**config.mk**
```make
export PLATFORM = sky130hd
export DESIGN_NAME = wpc_power_ctrl
export DESIGN_NICKNAME = d
export VERILOG_FILES = /design/src/shared/wpc_pkg.sv /design/src/logic/wpc_power_ctrl.sv
export SDC_FILE = /design/constraint.sdc
export NUM_CORES = 1
export LEC_CHECK = 0
export BUFFER_PORTS_ARGS = -buffer_cell sky130_fd_sc_hd__buf_2
export CAP_MARGIN = 20
export CORE_MARGIN = 2
export CORE_UTILIZATION = 60
export CTS_CLUSTER_SIZE = 20
export DETAILED_ROUTE_END_ITERATION = 10
export PLACE_DENSITY = 0.88
export SYNTH_ARGS = -nofsm -noshare
export SYNTH_HDL_FRONTEND = slang
export SYNTH_SLANG_ARGS = --single-unit
```
**constraint.sdc**
```tcl
create_clock -name clock -period 2.6 [get_ports clock]
set_input_delay 0 -clock clock [delete_from_list [all_inputs] [get_ports clock]]
set_output_delay 0 -clock clock [all_outputs]
set_load 0.005 [all_outputs]
```
**src/shared/wpc_pkg.sv**
```systemverilog
package wpc_pkg;

  ////////////////////////////////////////////////////////////////////////////
  // Register index space and bank selection.
  localparam logic [1:0] BANK_GP = 2'h0;
  localparam logic [1:0] BANK_UPPER = 2'h1;
  localparam logic [1:0] BANK_APC = 2'h2;
  localparam logic [6:0] IDX_POWER_ONE = 7'h40;
  localparam logic [6:0] IDX_WAKE_TWO = 7'h41;
  localparam logic [6:0] IDX_FLAGS = 7'h42;
  localparam logic [6:0] IDX_LOCK = 7'h47;
  localparam logic [6:0] IDX_UPPER_DATA = 7'h53;
  localparam logic [3:0] LOCKED_ZONE_HI = 4'h7;
  localparam logic [6:0] UPPER_GUARD_TOP = 7'h1f;

  ////////////////////////////////////////////////////////////////////////////
  // Field positions.
  localparam int B_DELAY_SEL = 1;
  localparam int B_ALERT_LEVEL = 2;
  localparam int B_ALERT_CLR = 3;
  localparam int B_MASK_WAKE = 4;
  localparam int B_SOFT_OFF = 5;
  localparam int B_TIMER_RST = 6;
  localparam int B_PWR_FAIL = 7;
  localparam int B_TM_EN = 0;
  localparam int B_CALL_SEL = 1;
  localparam int B_TRAIN = 2;
  localparam int B_CALL_EN = 3;
  localparam int B_L1_EN = 4;
  localparam int B_L2_EN = 5;
  localparam int B_OFF_DLY_EN = 6;
  localparam int F_FAILSAFE = 4;
  localparam int L_UPPER = 3;
  localparam int L_UP_RD = 4;
  localparam int L_UP_WR = 5;
  localparam int L_MASK_WR = 6;
  localparam int L_ZONE = 7;

  ////////////////////////////////////////////////////////////////////////////
  // Reset values and constants.
  localparam logic [7:0] WAKE_TWO_RST = 8'h00;
  localparam logic [7:0] WAKE_TWO_MASK = 8'h7f;
  localparam logic [5:0] FLAGS_RST = 6'h01;
  localparam logic [7:0] LOCK_RST = 8'h00;
  localparam logic [7:0] LOCK_MASK = 8'hf8;
  localparam logic [3:0] TRAIN_PATTERN = 4'h7;

  ////////////////////////////////////////////////////////////////////////////
  // Times and derived cycle counts at the 100 MHz clock.
  localparam longint unsigned CLK_PERIOD_NS = 10;
  localparam longint unsigned OFF_SHORT_MS = 5;
  localparam longint unsigned OFF_LONG_MS = 21;
  localparam longint unsigned RESTORE_MS = 1000;
  localparam longint unsigned SLOT_NS = 62_500_000;
  localparam longint unsigned EVT_GAP_NS = 78_125;
  localparam int unsigned OFF_SHORT_CYC_DEF =
    32'(OFF_SHORT_MS * 1000 * 1_000_000 / CLK_PERIOD_NS);
  localparam int unsigned OFF_LONG_CYC_DEF =
    32'(OFF_LONG_MS * 1000 * 1_000_000 / CLK_PERIOD_NS);
  localparam int unsigned RESTORE_CYC_DEF = 32'(RESTORE_MS * 1_000_000 / CLK_PERIOD_NS);
  localparam int unsigned SLOT_CYC_DEF = 32'(SLOT_NS / CLK_PERIOD_NS);
  localparam int unsigned GAP_CYC_DEF = 32'((EVT_GAP_NS + CLK_PERIOD_NS - 1) / CLK_PERIOD_NS);

  ////////////////////////////////////////////////////////////////////////////
  // Carriers and states.
  typedef struct packed {
    logic switchOn;
    logic switchOff;
    logic timeMatch;
  } wpc_evt_s;

  typedef struct packed {
    logic writeOk;
    logic readForced;
  } wpc_gate_s;

  typedef enum logic [1:0] {PW_NORMAL, PW_FAIL, PW_RETURN} wpc_pwr_e;

endpackage

```
**src/logic/wpc_power_ctrl.sv**
```systemverilog
// Notes on behaviour
// - Falling edge on either modem line is a wake event.
// - Same-type events closer than 2.5 slow-clock periods may be lost.
// - Controller registers ignore system reset; cleared only at first power.
// - Delay select bit picks 5 or 21 second switch-off delay.
// - Mode bit makes alert a one-cycle pulse or a level held until cleared.
// - Command bits write-only, read zero; clear alert, supply, fail-safe timer.
// - Mask bit off restores old state; on with fail flag only switch-on wakes.
// - Fail flag set on move to battery; cleared by writing one.
// - Four enables let their events raise the supply; mask still overrides.
// - Call source select picks one of two ring pins.
// - Train mode needs edges in three slots after an empty slot.
// - Switch-off drops supply at once, or after delay when delay enabled.
// - Reading status clears bits 5..0 and returns their old values.
// - Time match flag sets regardless of enable; reset value has it set.
// - Call and modem flags set by their events regardless of enables.
// - Fail-safe flag on terminal count; switch-off flag on every switch-off.
// - Status bit 7 shows live level of selected ring pin.
// - Lock bits stay set until the hard clear pin.
// - Lock bit 3 blocks the upper data port: writes ignored, reads FFh.
// - Lock bits 4 and 5 block reads and writes of upper bytes 00h-1Fh.
// - Lock bit 6 blocks writes to general bank RAM and upper RAM.
// - Lock bit 7 blocks locations 38h-3Fh of every bank.
module wpc_power_ctrl
  import wpc_pkg::*;
#(
  parameter int unsigned OFF_SHORT_CYC = OFF_SHORT_CYC_DEF,
  parameter int unsigned OFF_LONG_CYC = OFF_LONG_CYC_DEF,
  parameter int unsigned RESTORE_CYC = RESTORE_CYC_DEF,
  parameter int unsigned SLOT_CYC = SLOT_CYC_DEF,
  parameter int unsigned GAP_CYC = GAP_CYC_DEF
) (
  input wire logic clock,
  input wire logic reset_n,
  input wire logic hardClear_n,
  input wire logic [1:0] regBank,
  input wire logic [6:0] regIndex,
  input wire logic regWrite,
  input wire logic regRead,
  input wire logic [7:0] regWdata,
  input wire logic [6:0] upperAddr,
  output logic [7:0] regRdata,
  output wpc_gate_s ramGate,
  input wire wpc_evt_s events,
  input wire logic modemLineOne_n,
  input wire logic modemLineTwo_n,
  input wire logic callPinA_n,
  input wire logic callPinB_n,
  input wire logic onBattery,
  output logic supplyOnOut,
  output logic powerOffAlert_n
);

  ////////////////////////////////////////////////////////////////////////////
  // Register decode.
  logic apcBank;
  logic wrOne;
  logic wrTwo;
  logic wrLock;
  logic readFlags;
  logic [7:0] wakeTwo_ff;
  logic delaySel_ff;
  logic alertLevel_ff;
  logic maskWake_ff;
  logic pwrFail_ff;
  logic [5:0] flags_ff;
  logic [7:0] lock_ff;
  logic [7:0] regRdata_ff;
  logic pinLevel;
  assign apcBank = (regBank == BANK_APC);
  assign wrOne = regWrite && apcBank && (regIndex == IDX_POWER_ONE);
  assign wrTwo = regWrite && apcBank && (regIndex == IDX_WAKE_TWO);
  assign wrLock = regWrite && apcBank && (regIndex == IDX_LOCK);
  assign readFlags = regRead && apcBank && (regIndex == IDX_FLAGS);

  ////////////////////////////////////////////////////////////////////////////
  // Power state tracking across supply failure.
  wpc_pwr_e pwr_ff;
  logic [31:0] restCnt_ff;
  logic saved_ff;
  logic tmPend_ff;
  logic wakeOpen;
  logic restoreNow;
  logic failEntry;
  assign wakeOpen = (pwr_ff == PW_NORMAL);
  assign failEntry = wakeOpen && onBattery;
  assign restoreNow = (pwr_ff == PW_RETURN) && !onBattery &&
                      (restCnt_ff == 32'(RESTORE_CYC - 1));
  // This state lives on the first-power reset only.
  always_ff @(posedge clock or negedge reset_n) begin
    if (!reset_n) begin
      pwr_ff <= PW_NORMAL;
      restCnt_ff <= '0;
      saved_ff <= 1'b0;
      tmPend_ff <= 1'b0;
    end else begin
      unique case (pwr_ff)
        PW_NORMAL: begin
          tmPend_ff <= 1'b0;
          if (onBattery) begin
            pwr_ff <= PW_FAIL;
            saved_ff <= supplyOnOut;
          end
        end
        PW_FAIL: begin
          if (events.timeMatch) begin
            tmPend_ff <= 1'b1;
          end
          if (!onBattery) begin
            pwr_ff <= PW_RETURN;
            restCnt_ff <= '0;
          end
        end
        PW_RETURN: begin
          if (events.timeMatch) begin
            tmPend_ff <= 1'b1;
          end
          if (onBattery) begin
            pwr_ff <= PW_FAIL;
          end else if (restoreNow) begin
            pwr_ff <= PW_NORMAL;
          end else begin
            restCnt_ff <= restCnt_ff + 32'h0000_0001;
          end
        end
      endcase
    end
  end

  ////////////////////////////////////////////////////////////////////////////
  // Edge detection with a hold-off window per source.
  logic [2:0] lineRaw;
  logic [2:0] edgeHit;
  logic [2:0] rawFall;
  logic linePrev_ff [3];
  logic [15:0] gapCnt_ff [3];
  assign pinLevel = wakeTwo_ff[B_CALL_SEL] ? callPinB_n : callPinA_n;
  assign lineRaw = {modemLineTwo_n, modemLineOne_n, pinLevel};
  for (genvar gi = 0; gi < 3; gi++) begin : g_edge
    assign rawFall[gi] = linePrev_ff[gi] && !lineRaw[gi];
    // A second fall inside the window is dropped.
    assign edgeHit[gi] = rawFall[gi] && (gapCnt_ff[gi] == 16'h0000) && wakeOpen;
    always_ff @(posedge clock or negedge reset_n) begin
      if (!reset_n) begin
        linePrev_ff[gi] <= 1'b1;
        gapCnt_ff[gi] <= 16'h0000;
      end else begin
        linePrev_ff[gi] <= lineRaw[gi];
        if (edgeHit[gi]) begin
          gapCnt_ff[gi] <= 16'(GAP_CYC);
        end else if (gapCnt_ff[gi] != 16'h0000) begin
          gapCnt_ff[gi] <= gapCnt_ff[gi] - 16'h0001;
        end
      end
    end
  end

  ////////////////////////////////////////////////////////////////////////////
  // Ring train detection over fixed slots.
  logic [31:0] slotCnt_ff;
  logic slotEdge_ff;
  logic [2:0] hist_ff;
  logic slotEnd;
  logic slotNow;
  logic trainHit;
  logic callEvt;
  assign slotEnd = (slotCnt_ff == 32'(SLOT_CYC - 1));
  assign slotNow = slotEdge_ff || rawFall[0];
  assign trainHit = slotEnd && wakeOpen && ({hist_ff, slotNow} == TRAIN_PATTERN);
  assign callEvt = wakeTwo_ff[B_TRAIN] ? trainHit : edgeHit[0];
  always_ff @(posedge clock or negedge reset_n) begin
    if (!reset_n) begin
      slotCnt_ff <= '0;
      slotEdge_ff <= 1'b0;
      hist_ff <= 3'h0;
    end else if (slotEnd) begin
      slotCnt_ff <= '0;
      slotEdge_ff <= 1'b0;
      hist_ff <= {hist_ff[1:0], slotNow};
    end else begin
      slotCnt_ff <= slotCnt_ff + 32'h0000_0001;
      slotEdge_ff <= slotNow;
    end
  end

  ////////////////////////////////////////////////////////////////////////////
  // Fail-safe timer for the delayed switch-off.
  logic offEvt;
  logic onEvt;
  logic fsRun_ff;
  logic [31:0] fsCnt_ff;
  logic [31:0] fsLimit;
  logic fsTerm;
  logic fsStart;
  assign offEvt = events.switchOff && wakeOpen;
  assign onEvt = events.switchOn && wakeOpen;
  assign fsLimit = delaySel_ff ? 32'(OFF_LONG_CYC - 1) : 32'(OFF_SHORT_CYC - 1);
  assign fsTerm = fsRun_ff && (fsCnt_ff == fsLimit);
  // Switch-off events while counting do not restart the count.
  assign fsStart = offEvt && wakeTwo_ff[B_OFF_DLY_EN] && !fsRun_ff;
  always_ff @(posedge clock or negedge reset_n) begin
    if (!reset_n) begin
      fsRun_ff <= 1'b0;
      fsCnt_ff <= '0;
    end else if ((wrOne && regWdata[B_TIMER_RST]) || fsTerm || onBattery) begin
      fsRun_ff <= 1'b0;
      fsCnt_ff <= '0;
    end else if (fsStart) begin
      fsRun_ff <= 1'b1;
      fsCnt_ff <= '0;
    end else if (fsRun_ff) begin
      fsCnt_ff <= fsCnt_ff + 32'h0000_0001;
    end
  end

  ////////////////////////////////////////////////////////////////////////////
  // Supply control.
  logic supplyOn_ff;
  logic nxt_supplyOn;
  logic wakeHit;
  logic offNow;
  assign offNow = (offEvt && !wakeTwo_ff[B_OFF_DLY_EN]) || fsTerm ||
                  (wrOne && regWdata[B_SOFT_OFF]);
  assign wakeHit = ((wakeTwo_ff[B_TM_EN] && events.timeMatch) ||
                    (wakeTwo_ff[B_CALL_EN] && callEvt) ||
                    (wakeTwo_ff[B_L1_EN] && edgeHit[1]) ||
                    (wakeTwo_ff[B_L2_EN] && edgeHit[2])) &&
                   !(maskWake_ff && pwrFail_ff);
  always_comb begin
    nxt_supplyOn = supplyOn_ff;
    if (!wakeOpen || failEntry) begin
      nxt_supplyOn = 1'b0;
      if (restoreNow) begin
        nxt_supplyOn = !maskWake_ff && (saved_ff || tmPend_ff);
      end
    end else begin
      if (wakeHit || onEvt) begin
        nxt_supplyOn = 1'b1;
      end
      if (offNow) begin
        nxt_supplyOn = 1'b0;
      end
    end
  end
  always_ff @(posedge clock or negedge reset_n) begin
    if (!reset_n) begin
      supplyOn_ff <= 1'b0;
    end else begin
      supplyOn_ff <= nxt_supplyOn;
    end
  end
  assign supplyOnOut = supplyOn_ff;

  ////////////////////////////////////////////////////////////////////////////
  // Power-off alert.
  logic alert_ff;
  // A new switch-off wins over a clear in the same cycle.
  always_ff @(posedge clock or negedge reset_n) begin
    if (!reset_n) begin
      alert_ff <= 1'b0;
    end else if (offEvt) begin
      alert_ff <= 1'b1;
    end else if (!alertLevel_ff || (wrOne && regWdata[B_ALERT_CLR])) begin
      alert_ff <= 1'b0;
    end
  end
  assign powerOffAlert_n = !alert_ff;

  ////////////////////////////////////////////////////////////////////////////
  // Control registers.
  always_ff @(posedge clock or negedge reset_n) begin
    if (!reset_n) begin
      delaySel_ff <= 1'b0;
      alertLevel_ff <= 1'b0;
      maskWake_ff <= 1'b0;
    end else if (wrOne) begin
      delaySel_ff <= regWdata[B_DELAY_SEL];
      alertLevel_ff <= regWdata[B_ALERT_LEVEL];
      maskWake_ff <= regWdata[B_MASK_WAKE];
    end
  end
  always_ff @(posedge clock or negedge reset_n) begin
    if (!reset_n) begin
      pwrFail_ff <= 1'b0;
    end else if (failEntry) begin
      pwrFail_ff <= 1'b1;
    end else if (wrOne && regWdata[B_PWR_FAIL]) begin
      pwrFail_ff <= 1'b0;
    end
  end
  always_ff @(posedge clock or negedge reset_n) begin
    if (!reset_n) begin
      wakeTwo_ff <= WAKE_TWO_RST;
    end else if (wrTwo) begin
      wakeTwo_ff <= regWdata & WAKE_TWO_MASK;
    end
  end

  ////////////////////////////////////////////////////////////////////////////
  // Event flags, cleared on read with a same-cycle event kept.
  logic [5:0] evtVec;
  assign evtVec = {offEvt, fsTerm, edgeHit[2], edgeHit[1], callEvt,
                   events.timeMatch};
  always_ff @(posedge clock or negedge reset_n) begin
    if (!reset_n) begin
      flags_ff <= FLAGS_RST;
    end else begin
      flags_ff <= (readFlags ? 6'h00 : flags_ff) | evtVec;
    end
  end

  ////////////////////////////////////////////////////////////////////////////
  // RAM lock bits and access gating.
  logic upperPort;
  logic lowGuard;
  logic lockedZone;
  logic gpRam;
  always_ff @(posedge clock or negedge reset_n) begin
    if (!reset_n) begin
      lock_ff <= LOCK_RST;
    end else if (!hardClear_n) begin
      lock_ff <= LOCK_RST;
    end else if (wrLock) begin
      lock_ff <= lock_ff | (regWdata & LOCK_MASK);
    end
  end
  assign upperPort = (regBank == BANK_UPPER) && (regIndex == IDX_UPPER_DATA);
  assign lowGuard = (upperAddr <= UPPER_GUARD_TOP);
  assign lockedZone = (regIndex[6:3] == LOCKED_ZONE_HI);
  assign gpRam = (regBank == BANK_GP) && regIndex[6];
  assign ramGate.writeOk =
    !((upperPort && (lock_ff[L_UPPER] || (lock_ff[L_UP_WR] && lowGuard))) ||
      ((upperPort || gpRam) && lock_ff[L_MASK_WR]) ||
      (lockedZone && lock_ff[L_ZONE]));
  assign ramGate.readForced =
    (upperPort && (lock_ff[L_UPPER] || (lock_ff[L_UP_RD] && lowGuard))) ||
    (lockedZone && lock_ff[L_ZONE]);

  ////////////////////////////////////////////////////////////////////////////
  // Read data; command bits and reserved bits read zero.
  always_ff @(posedge clock or negedge reset_n) begin
    if (!reset_n) begin
      regRdata_ff <= 8'h00;
    end else if (regRead) begin
      regRdata_ff <= 8'h00;
      if (apcBank) begin
        unique case (regIndex)
          IDX_POWER_ONE: regRdata_ff <= {pwrFail_ff, 2'b00, maskWake_ff, 1'b0,
                                         alertLevel_ff, delaySel_ff, 1'b0};
          IDX_WAKE_TWO: regRdata_ff <= wakeTwo_ff;
          IDX_FLAGS: regRdata_ff <= {pinLevel, 1'b0, flags_ff};
          IDX_LOCK: regRdata_ff <= lock_ff;
          default: regRdata_ff <= 8'h00;
        endcase
      end
    end
  end
  assign regRdata = regRdata_ff;
endmodule

```
* Word level (Yosys, flattened, before mapping)
Index checks and enable logic that the tools add are counted.
** Storage, ports and cells
- Register bits after elaboration :: 191
- Latch bits :: 0
- RAM bits :: 0
- Memory bits (read-only) :: 0
- Output and inout port bits :: 12
- Logic and storage cells :: 191
- Memories kept :: 0
** Operators by class
- $add $sub $neg :: 6
- Multiply operators :: 0
- Div/mod/pow operators :: 0
- Order comparisons :: 1
- Eq/ne operators :: 21
- Shift-type cells :: 0
- Muxes and demuxes :: 40
- Bitwise logic cells :: 2
- Reduce and logical (&&, ||, !) cells :: 96
** Operators with widths (count)
- $mux W32 :: 7
- $add A32 B1 Y32 const B :: 3
- $mux W16 :: 6
- $pmux W32 S2 :: 1
- $logic_not A16 Y1 :: 3
- $reduce_bool A16 Y1 :: 3
- $sub A16 B1 Y16 const B :: 3
- $logic_and A1 B1 Y1 :: 45
- $eq A7 B7 Y1 const B :: 5
- $eq A32 B23 Y1 const B :: 1
- $eq A32 B27 Y1 const B :: 1
- $eq A32 B31 Y1 :: 1
- $pmux W8 S4 :: 1
- $mux W31 :: 1
- $mux W8 :: 3
- $logic_or A1 B1 Y1 :: 18
- $mux W1 :: 14
- $reduce_bool A2 Y1 :: 7
- $logic_not A1 Y1 :: 12
- $eq A4 B3 Y1 const B :: 2
- $mux W2 :: 4
- $ne A2 B2 Y1 const B :: 4
- $or A8 B8 Y8 :: 1
- $le A7 B5 Y1 const B :: 1
- other kinds (14) :: 19

* Longest topological paths before layout
Gate-level depths: netlist (run 1).
- Depth after elaboration :: 16
- Mapped depth :: 9
- Gate-level depth less buffers :: 8

* Worst setup path before layout (run 1)
OpenSTA, ideal clock, no wires.
- Path type :: register to register
- Start point :: register gapCnt_ff[43] in the netlist's numbering
- End point :: register gapCnt_ff[36] in the netlist's numbering
- Data arrival time :: 2.153 ns
- Slack :: 0.337 ns
- Stages on the path, launching flop included :: 8
- Buffers on the path :: 1
- Clock period less this slack :: 2.263 ns
- Cells stage by stage :: dfrtp_1 > or4_4 > or4_4 > or2_0 > buf_6 > nor2_1 > o21ai_0 > o41ai_1
** Between the ends
- Longest elaborated chain between the ends :: 4
- Elaborated cells between the ends (all ways) :: 6
- Classes of those cells :: mux (1); reduce/logical (5)
** Ends and longest elaborated chain
- start, declared :: RTL line wpc_power_ctrl.sv:136 : logic [15:0] gapCnt_ff [3];
- start signal, assigned by index :: RTL line wpc_power_ctrl.sv:150 : gapCnt_ff[gi] <= 16'(GAP_CYC);
- start signal, assigned by index :: RTL line wpc_power_ctrl.sv:152 : gapCnt_ff[gi] <= gapCnt_ff[gi] - 16'h0001;
- $logic_not A16 Y1 :: RTL line wpc_power_ctrl.sv:142 : assign edgeHit[gi] = rawFall[gi] && (gapCnt_ff[gi] == 16'h0000) && wakeOpen;
- $logic_and A1 B1 Y1 (2 in series) :: RTL line wpc_power_ctrl.sv:142
- $mux W16 / $reduce_bool A2 Y1 (equally long branches)
Several ways; a longest one is shown, not always the timed one.
A chain may end at the register's enable or synchronous reset.

* Final worst setup path (run 1)
- Start point :: register fsCnt_ff[0]
- End point :: register fsCnt_ff[12]
** Between the ends
- Longest elaborated chain between the ends :: 5
- Elaborated cells between the ends (all ways) :: 9
- Classes of those cells :: add/sub (1); eq/ne (1); mux (3); reduce/logical (4)
** Ends and longest elaborated chain
- start, declared :: RTL line wpc_power_ctrl.sv:191 : logic [31:0] fsCnt_ff;
- start signal, assigned :: RTL line wpc_power_ctrl.sv:212 : fsCnt_ff <= fsCnt_ff + 32'h0000_0001;
- parallel branches: the longest is 5 deep, another holds $add A32 B1 Y32
Parallel ways; which one is timed is not known. The select of a mux whose other input is x is not followed.

==> metrics, run 1 <==
status=finished clean; share of layout cells above drive strength 1=around an eighth; Remaining DRCs=0; initial antenna violation count=1; max_cap viols=0; Required @ worst endpoint=2910 ps; post-synth net total=about 1.0k; endpoints failing setup=0; final hold slack=roughly 32 ps; Reg-to-Reg End=fsCnt_ff[12]$_DFFE_PN0P_; CTS max path bufs=2; dpl hpwl=about 15000 µm; Peak VDD IR=around 500 µV; clock skew=about 10 ps; setup TNS=0 ps; Main synth FF type=dfrtp_1; Final ANT Viol Nets=0; clk slew on worst S/H paths=roughly 70 ps; area occupied by multi-input gates=between 4000 and 5000 µm²; vias in the first global route=7843; I/O Pins=around 50; clock latency on the worst-skew pair=around 430 ps; Synth Cell Area=between 9000 and 10000 µm²; Achievable Freq=roughly 0.41 GHz; Tcrit/Tclk final=about 94%; r2r setup slk=~150 ps; Crit Path Max Fanout=30; syn avg cell area=slightly below 10 µm²; CP Capture Point=fsCnt_ff[12]$_DFFE_PN0P_; final hold vios=0; Hold Path Depth=5; CTS root buffer=clkbuf_16; Die Ht=approximately 130 µm; #FFs+latches synth=around 190; GRT Util Overall=27.9%; H-tree Lvls=4; CP arrival=around 2800 ps; total congestion overflow=0; CORE AREA=roughly 16000 µm²; die width=130 µm; CTS Buf Count=17; Max-slew headroom=48.9%; PortBufs=between 40 and 50; synth top area cells=dfrtp_1, nor2_1, nand2_1; Initial Util=60.8%; RSZ-0062 raised after global routing=no; Worst Setup SP=fsCnt_ff[0]$_DFFE_PN0P_; Via Count=between 8k and 9k; pin count of the biggest net entering global routing=70; CTS tree=done; Worst Tran Pin Value=roughly 760 ps; Placer Congestion=0.870; drt initial violations=646; Setup crit end kind=flop; Pre-Repair DR Iteration Count=6; FF+latch area=approximately 4700 µm²; Critical R2R Launch=fsCnt_ff[0]$_DFFE_PN0P_; Total Routed Length=roughly 23000 µm; Async S/R FF share, synth=between 90% and 100%; Clock Sinks=approximately 190; Filler cells=~1.1k; share of the synthesized area in the top cell type=48.2%; number of synthesized flops with an enable pin=0; Yosys top cell by area=dfrtp_1; static leakage=4.72 nW; Netlist cell types=around 70; global-route wire length before repair=37600 µm; routed len/inst=between 15 and 20 µm; sequential-to-total area share from yosys stat=between 40% and 50%; minimum clock period=approximately 2500 ps; worst hold path type=input port to flop; crit path launch type=flop; standard-cell rows=between 40 and 50; Power Density=591 nW/µm²; Layout area overhead=15.7%; Syn Inst Count=~1000; reg2reg path depth=8; yosys warns=0; fin. max-slew vios=0; Post-CTS Setup Inserts=0; Die Area=between 15000 and 20000 µm²; routed vias/inst=6.19; kind of critical path=flop to flop; Total Nets Final=1128
==> cell type report <==
class / count / area share [%]
clock buffers: 18 / 3.97
flip-flops and latches: 188 / 42.6
repair buffers: 88 / 5.76
clock inverters: 13 / 1.92
well taps: 216 / 2.44
diodes: 1 / 0.0226
multi-input cells: 751 / 42.2
inverters: 33 / 1.12
==> cells by family (layout without fill, tap and decap cells) <==
group                      after synthesis  count (layout)  share of synthesized area [%]
AOI/OAI and AO/OA                      155             155                           10.5
xor gates and xnor gates                77              77                           7.06
adders and majority gates               12              12                           1.57
buffers and inverters                   55             152                           2.28
DFF                                    188             188                           49.3
muxes                                   34              34                           3.76
other                                    0               1                              0
and+or+nand+nor                        473             473                           25.5
==> registers in the layout, summed over array words and instances (netlist names), 2 cells and up <==
signal / count
fsCnt_ff: 32
restCnt_ff: 32
linePrev_ff: 3
hist_ff: 3
wakeTwo_ff: 7
flags_ff: 6
pwr_ff: 2
slotCnt_ff: 32
regRdata: 8
gapCnt_ff: 48
lock_ff: 5
==> metal layers <==
| metal | GRT usage (%) | routed length (µm) | vias to the layer above |
|---|---|---|---|
| met5 | 0 | 0 | - |
| met4 | 11.2 | 641 | 0 |
| met3 | 5.62 | 1310 | 68 |
| met2 | 44.5 | 10800 | 324 |
| met1 | 37.7 | 9760 | 3957 |
| li1 | - | - | 3751 |
==> timing repair <==
action	4_1_cts	5_1_grt
setup endpoints to repair	0	36
gates resized for setup	0	4
hold endpoints to repair	99	0
hold buffers	20	0
==> Yosys cell counts (3+ instances only) <==
| master | n |
|---|---|
| o211ai_1 | 8 |
| nand4_1 | 29 |
| and3_1 | 23 |
| nor3_1 | 39 |
| a22o_1 | 6 |
| nand2_1 | 105 |
| nor3b_1 | 3 |
| nor4b_1 | 11 |
| or3_1 | 8 |
| o41ai_1 | 4 |
| a31oi_1 | 8 |
| nand3_1 | 53 |
| xnor2_1 | 45 |
| nor2b_1 | 14 |
| a22oi_1 | 4 |
| clkbuf_1 | 16 |
| a21o_1 | 4 |
| ha_1 | 12 |
| nor2_1 | 115 |
| o21ai_0 | 41 |
| dfstp_2 | 4 |
| nor4bb_1 | 5 |
| nand2b_1 | 8 |
| xor2_1 | 32 |
| a21oi_1 | 33 |
| o21bai_1 | 3 |
| mux2i_1 | 19 |
| and4_1 | 11 |
| or4_1 | 4 |
| dfrtp_1 | 184 |
| mux2_2 | 15 |
| buf_2 | 3 |
| nor4_1 | 20 |
| o22ai_1 | 6 |
| o31ai_1 | 15 |
| nand3b_1 | 5 |
| or2_2 | 5 |
| inv_1 | 33 |
==> critical path, stage by stage, from the launching register on <==
cell	delay, ps
dfrtp_1	390
ha_1	210
nand2_1	110
or4_1	580
a2111oi_4	390
nand2b_4	210
o21bai_2	150
buf_12	200
nor2_1	90
==> worst min-delay path by stage <==
stage,from,endpoint,slack (ps)
after floorplan,reset_n,alertLevel_ff$_DFFE_PN0P_,-300
after global placement,reset_n,fsCnt_ff[15]$_DFFE_PN0P_,30
after detailed placement,reset_n,fsCnt_ff[21]$_DFFE_PN0P_,50
after CTS,regIndex[1],regRdata[6]$_DFFE_PN0P_,20
after global routing,regIndex[1],regRdata[6]$_DFFE_PN0P_,40
final,regIndex[1],regRdata[6]$_DFFE_PN0P_,30
==> per-stage QoR <==
stage | cell area (µm²) | instances | power (mW) | utilization (%) | worst slack, ps
after floorplan | 9550 | 994 | 3.41 | - | 337
after global placement | 10200 | 1256 | 3.66 | 64.7 | 202
after detailed placement | 10200 | 1256 | 3.68 | 64.7 | 160
after CTS | 11000 | 1307 | 6.55 | 70.2 | 131
after global routing | 11100 | 1307 | 6.74 | 70.3 | 12.5
final | 11100 | 1308 | 6.54 | 70.4 | 149
==> report_power, final <==
part           internal (mW)  total [mW]  switching, mW
logic                  0.241       0.639          0.398
clock network           1.74        2.87           1.13
registers               2.98        3.03         0.0518
==> cell usage in the layout (no fill, tap or decap), types with 11 or more instances in the layout <==
master         instances
dfrtp_1              184
nor2_1               114
nand2_1              105
nand3_1               53
xnor2_1               45
buf_2                 42
o21ai_0               41
nor3_1                39
inv_1                 33
a21oi_1               33
xor2_1                32
nand4_1               29
and3_1                23
buf_4                 23
dlygate4sd3_1         20
mux2i_1               19
nor4_1                19
clkbuf_16             17
o31ai_1               15
mux2_2                15
nor2b_1               14
ha_1                  12
and4_1                11
nor4b_1               11
No activity file was read; power rests on OpenSTA's default activity.
==> inputs of run 2 (changes only) <==
--- a/config.mk
+++ b/config.mk
@@ -8,10 +8,10 @@
 export BUFFER_PORTS_ARGS = -buffer_cell sky130_fd_sc_hd__buf_2
 export CAP_MARGIN = 20
 export CORE_MARGIN = 2
-export CORE_UTILIZATION = 60
+export CORE_UTILIZATION = 61
 export CTS_CLUSTER_SIZE = 20
 export DETAILED_ROUTE_END_ITERATION = 10
-export PLACE_DENSITY = 0.88
+export PLACE_DENSITY = 0.89
 export SYNTH_ARGS = -nofsm -noshare
 export SYNTH_HDL_FRONTEND = slang
 export SYNTH_SLANG_ARGS = --single-unit
==> metrics, run 2 (same netlist as run 1, synthesis figures left out) <==
status=finished clean (unchanged); GRT busiest layer=met2 (unchanged); clock latency on the worst-skew pair=440 ps (was 430 ps); Via Count=8180 (was 8100); Buf/Inv on CP=1 (unchanged); crit path launch type=flop (unchanged); max reg flops=48 (unchanged); Worst path top cell family by delay=simple AND/OR/NAND/NOR gates (unchanged); Die Ht=129 µm (was 130 µm); Hold Path Depth=2 (was 5); hold wc startpoint=onBattery (was regIndex[1]); CTS root buffer=clkbuf_16 (unchanged); pin count of the biggest net entering global routing=80 (was 70); Critical R2R Launch=fsCnt_ff[0]$_DFFE_PN0P_ (unchanged); critical-path cell list=ha_1 -> nand2_1 -> or4_1 -> a2111oi_4 -> nand2b_4 -> o21bai_2 -> buf_12 -> nor2_1 (unchanged); total congestion overflow=0 (unchanged); Worst Tran Pin Value=743 ps (was 765 ps); Cell Count, Final, Fillers Out=1303 (was 1308); Total Routed Length=23400 µm (was 22500 µm); Remaining DRCs=0 (unchanged); reg2reg path depth=8 (unchanged); Total Nets Final=1127 (was 1128); Reg-to-Reg End=fsCnt_ff[16]$_DFFE_PN0P_ (was fsCnt_ff[12]$_DFFE_PN0P_); Layout area overhead=15.4% (was 15.7%); CORE AREA=15300 µm² (was 15700 µm²); Crit Path Max Fanout=30 (unchanged); routed len/inst=17.9 µm (was 17.2 µm); kind of critical path=flop to flop (unchanged); Cells after DPL=1249 (was 1256); die width=129 µm (was 130 µm); CTS max path bufs=2 (unchanged); Power Density=583 nW/µm² (was 591 nW/µm²); I/O Pins=49 (unchanged); CP arrival=2800 ps (was 2760 ps); share of layout cells above drive strength 1=12.4% (was 12.6%); global-route wire length before repair=39100 µm (was 37600 µm); Worst path slowest cell=or4_1 (unchanged); drt initial violations=753 (was 646); met1 usage=39.5% (was 37.7%); standard-cell rows=45 (was 46); most frequent cells in the layout=dfrtp_1, nor2_1, nand2_1 (unchanged); CTS tree=done (unchanged); Post-CTS Setup Inserts=0 (unchanged); setup TNS=0 ps (unchanged); H-tree Lvls=4 (unchanged); Peak VDD IR=538 µV (was 502 µV); final hold vios=0 (unchanged); static leakage=4.71 nW (was 4.72 nW); endpoints failing setup=0 (unchanged); worst hold path type=input port to flop (unchanged); Hold Path End=pwrFail_ff$_DFFE_PN0P_ (was regRdata[6]$_DFFE_PN0P_); Largest Register=gapCnt_ff (unchanged); Achievable Freq=0.402 GHz (was 0.408 GHz); routed vias/inst=6.28 (was 6.19); dpl hpwl=15600 µm (was 15200 µm); Final ANT Viol Nets=0 (unchanged); CTS Buf Count=17 (unchanged); Placer Congestion=0.910 (was 0.870); met2 usage=48.2% (was 44.5%); Max-slew headroom=50.4% (was 48.9%); Clock Sinks=188 (unchanged); M3 GR Usage=6.36% (was 5.62%); GRT Util Overall=29.5% (was 27.9%); Tcrit/Tclk final=95.6% (was 94.3%); initial antenna violation count=2 (was 1); RSZ-0062 raised after global routing=no (unchanged); clk slew on worst S/H paths=70 ps (about the same); Required @ worst endpoint=2910 ps (about the same); Crit path largest cell delay=560 ps (was 580 ps); Die Area=16700 µm² (was 16900 µm²); Setup crit end kind=flop (unchanged); vias in the first global route=8042 (was 7843); fin. max-slew vios=0 (unchanged); max_cap viols=0 (unchanged); clock skew=10.9 ps (was 9.97 ps); minimum clock period=2490 ps (was 2450 ps); Initial Util=62.6% (was 60.8%); PortBufs=43 (unchanged); r2r setup slk=110 ps (was 150 ps); Pre-Repair DR Iteration Count=7 (was 6); most common cell after layout, fill and taps aside=dfrtp_1 (unchanged)
## run 2: through the flow
stage	cell area, µm²	worst slack (ps)	power [mW]	util (%)	hold WS [ps]
3_3_place_gp	10200	230	3.63	66.6	84.4
5_1_grt	11000	19.7	6.65	72.3	88.6
4_1_cts	11000	91.3	6.43	72.1	52.4
2_1_floorplan	9550	337	3.41	-	-296
6_report	11000	114	6.43	72.3	62.0
3_5_place_dp	10200	190	3.65	66.6	78.5
## run 2: cell type report
cell class / count / area [µm²]
clock inverters: 14 / 191
diodes: 1 / 2.50
well taps: 211 / 264
fillers: 996 / 4230
inverters: 33 / 124
repair buffers: 87 / 644
multi-input cells: 751 / 4650
clock buffers: 18 / 439
flip-flops and latches: 188 / 4710
## run 2: repair_timing
| item | in CTS | in global routing |
|---|---|---|
| setup endpoints to repair | 0 | 31 |
| hold endpoints to repair | 108 | 0 |
| resized for setup | 0 | 3 |
| hold buffers | 21 | 0 |
## run 2: per-layer routing
metal	vias up	part of all wire (%)	wire length, µm
met4	2	2.5	579
met1	3991	42	9900
met3	67	6.7	1570
met5	-	0.047	11
li1	3753	-	-
met2	367	48	11300
## run 2: worst max-delay path by stage
| stage | start | endpoint | slack [ps] | cells after the start |
|---|---|---|---|---|
| 6_report | fsCnt_ff[0]$_DFFE_PN0P_ | fsCnt_ff[16]$_DFFE_PN0P_ | 110 | 8 |
| 5_1_grt | pwr_ff[0]$_DFFE_PN0P_ | restCnt_ff[19]$_DFFE_PN0P_ | 20 | 9 |
| 4_1_cts | fsCnt_ff[0]$_DFFE_PN0P_ | fsCnt_ff[16]$_DFFE_PN0P_ | 90 | 8 |
| 3_5_place_dp | gapCnt_ff[44]$_DFFE_PN0P_ | gapCnt_ff[36]$_DFFE_PN0P_ | 190 | 6 |
| 3_3_place_gp | gapCnt_ff[44]$_DFFE_PN0P_ | gapCnt_ff[36]$_DFFE_PN0P_ | 230 | 6 |
| 2_1_floorplan | gapCnt_ff[43]$_DFFE_PN0P_ | gapCnt_ff[36]$_DFFE_PN0P_ | 340 | 7 |
## run 2: worst reg2reg max path, delay by kind of cell, from the launching register on
kind	cells	cell delay [ps]
buf+inv	1	200
flops	1	430
fa+ha+maj	1	250
simple gates	4	960
compound gates	2	520
## run 2: report_power, final
part	internal, mW	switching, mW	total (mW)
Combinational	0.230	0.382	0.612
Sequential	2.98	0.0481	3.03
Clock	1.64	1.16	2.80
==> inputs of run 3 (changes only) <==
--- a/config.mk
+++ b/config.mk
@@ -6,12 +6,12 @@
 export NUM_CORES = 1
 export LEC_CHECK = 0
 export BUFFER_PORTS_ARGS = -buffer_cell sky130_fd_sc_hd__buf_2
-export CAP_MARGIN = 20
+export CAP_MARGIN = 25
 export CORE_MARGIN = 2
-export CORE_UTILIZATION = 61
+export CORE_UTILIZATION = 28
 export CTS_CLUSTER_SIZE = 20
 export DETAILED_ROUTE_END_ITERATION = 10
-export PLACE_DENSITY = 0.89
+export PLACE_DENSITY = 0.53
 export SYNTH_ARGS = -nofsm -noshare
 export SYNTH_HDL_FRONTEND = slang
 export SYNTH_SLANG_ARGS = --single-unit
==> metrics, run 3 (same netlist as run 1, synthesis figures left out) <==
H-tree Lvls=4 (unchanged); clock share of power=44.2% (was 43.5%); r2r setup slk=240 ps (was 110 ps); Worst path slowest cell=or4_4 (was or4_1); CTS Buf Count=17 (unchanged); worst hold path type=input port to flop (unchanged); Pre-Repair DR Iteration Count=4 (was 7); Layout area overhead=18.3% (was 15.4%); clock latency on the worst-skew pair=440 ps (about the same); vias in the first global route=7368 (was 8042); Total Nets Final=1128 (was 1127); Reg-to-Reg End=gapCnt_ff[44]$_DFFE_PN0P_ (was fsCnt_ff[16]$_DFFE_PN0P_); static leakage=4.73 nW (was 4.71 nW); global-route wire length before repair=38700 µm (was 39100 µm); GRT Util Overall=13.5% (was 29.5%); hold wc startpoint=callPinA_n (was onBattery); Setup crit end kind=flop (unchanged); most common cell after layout, fill and taps aside=dfrtp_1 (unchanged); Worst Tran Pin Value=783 ps (was 743 ps); final hold vios=0 (unchanged); RSZ-0062 raised after global routing=no (unchanged); CTS tree=done (unchanged); Crit Path Max Fanout=4 (was 30); most frequent CP cell=or4_4; CTS root buffer=clkbuf_16 (unchanged); clk slew on worst S/H paths=70 ps (about the same); Peak VDD IR=479 µV (was 538 µV); Placer Congestion=0.793 (was 0.910); Hold Path End=linePrev_ff[2]$_DFF_PN1_ (was pwrFail_ff$_DFFE_PN0P_); pin count of the biggest net entering global routing=68 (was 80); fin. max-slew vios=0 (unchanged); Power Density=575 nW/µm² (was 583 nW/µm²); Switch Pwr=1.61 mW (was 1.59 mW); max reg flops=48 (unchanged); PortBufs=43 (unchanged); total congestion overflow=0 (unchanged); Via Count=7558 (was 8180); Achievable Freq=0.423 GHz (was 0.402 GHz); CORE AREA=33500 µm² (was 15300 µm²); Die Ht=189 µm (was 129 µm); Power Internal=4.89 mW (was 4.84 mW); CTS resizes=0 (unchanged); most frequent cells in the layout=dfrtp_1, nor2_1, nand2_1 (unchanged); Largest Register=gapCnt_ff (unchanged); initial antenna violation count=0 (was 2); Total Routed Length=23000 µm (was 23400 µm); WP depth=6 (was 8); Clock Sinks=188 (unchanged); standard-cell rows=67 (was 45); Required @ worst endpoint=2910 ps (about the same); crit path launch type=flop (unchanged); dpl hpwl=16700 µm (was 15600 µm); CP arrival=2670 ps (was 2800 ps); Hold Path Depth=3 (was 2); total power draw=6.50 mW (was 6.43 mW); Crit path largest cell delay=550 ps (was 560 ps); routed vias/inst=4.90 (was 6.28); kind of critical path=flop to flop (unchanged); clock skew=11.1 ps (was 10.9 ps); die width=189 µm (was 129 µm); combinational share of power=9.3% (was 9.5%); Critical R2R Launch=gapCnt_ff[46]$_DFFE_PN0P_ (was fsCnt_ff[0]$_DFFE_PN0P_); routed len/inst=15.0 µm (was 17.9 µm); setup TNS=0 ps (unchanged); endpoints failing setup=0 (unchanged); drt initial violations=502 (was 753); Worst Setup SP=gapCnt_ff[46]$_DFFE_PN0P_ (was fsCnt_ff[0]$_DFFE_PN0P_); critical-path cell list=or4_4 -> or4_4 -> or2_0 -> buf_4 -> a31oi_1 -> o31ai_1 (was ha_1 -> nand2_1 -> or4_1 -> a2111oi_4 -> nand2b_4 -> o21bai_2 -> buf_12 -> nor2_1); share of layout cells above drive strength 1=12.5% (was 12.4%); max_cap viols=0 (unchanged); Buf/Inv on CP=1 (unchanged); Seq pwr share=46.5% (was 47.0%); I/O Pins=49 (unchanged); Initial Util=28.5% (was 62.6%); CTS max path bufs=2 (unchanged); minimum clock period=2360 ps (was 2490 ps); Die Area=35600 µm² (was 16700 µm²); reg2reg path depth=6 (was 8); Tcrit/Tclk final=90.8% (was 95.6%); Max-slew headroom=47.7% (was 50.4%); status=finished clean (unchanged); Final ANT Viol Nets=0 (unchanged); Worst path top cell family by delay=simple AND/OR/NAND/NOR gates (unchanged); switching share of total power=24.7% (about the same); Remaining DRCs=0 (unchanged)
[run 3: changes by cell type in the layout (fill, tap and decap cells not counted), moves of 2 or more]
cell / before / now
buf_4: 20 / 25
clkinvlp_4: 4 / 1
dlygate4sd3_1: 21 / 18
clkbuf_8: 2 / 4
[run 3: stage by stage]
stage	utilization [%]	instance area (µm²)	setup WS [ps]	instances	hold WS, ps
after CTS	33.7	11300	227	1540	13.9
final	33.7	11300	238	1541	44.9
after global routing	33.7	11300	53.2	1540	16.1
after detailed placement	31.2	10500	246	1490	40.7
after floorplan	-	9550	337	994	-296
after global placement	31.2	10500	286	1490	43.3
[run 3: worst max-delay path by stage]
stage / slack (ps) / to
3_3_place_gp: 290 / gapCnt_ff[44]$_DFFE_PN0P_
2_1_floorplan: 340 / gapCnt_ff[36]$_DFFE_PN0P_
5_1_grt: 50 / fsCnt_ff[31]$_DFFE_PN0P_
6_report: 240 / gapCnt_ff[44]$_DFFE_PN0P_
4_1_cts: 230 / fsCnt_ff[31]$_DFFE_PN0P_
3_5_place_dp: 250 / fsCnt_ff[4]$_DFFE_PN0P_
[run 3: layer usage]
layer | wire length, µm | global-route usage, % | vias up | share of wire (%)
met1 | 11700 | 18.9 | 3703 | 51
met5 | 0 | 0 | - | 0
met3 | 656 | 2.51 | 20 | 2.8
li1 | - | - | 3747 | -
met2 | 10400 | 21.1 | 88 | 45
met4 | 235 | 3.85 | 0 | 1.0
[run 3: layout make-up]
class | instances | area [µm²]
Clock inverter | 12 | 181
Fill cell | 3460 | 22200
Timing Repair Buffer | 88 | 632
Antenna cell | 1 | 2.50
Multi-Input combinational cell | 751 | 4630
Sequential cell | 188 | 4710
Tap cell | 448 | 561
Inverter | 33 | 124
Clock buffer | 20 | 467
[run 3: worst register-to-register path, stage by stage (launching register included)]
cell,delay (ps)
dfrtp_1,380
or4_4,550
or4_4,540
or2_0,260
buf_4,160
a31oi_1,240
o31ai_1,100
[run 3: repair_timing]
action	4_1_cts	5_1_grt
buffers inserted	0	0
endpoints found under the hold margin	95	0
hold buffers	18	0
[run 3: power groups by stage]
stage          Clock [mW]  Sequential [mW]  Combinational, mW
6_report             2.87             3.02              0.606
5_1_grt              3.07             3.03              0.676
4_1_cts              2.95             3.02              0.617
3_5_place_dp            0             3.08              0.595
3_3_place_gp            0             3.08              0.588
2_1_floorplan           0             3.07              0.340
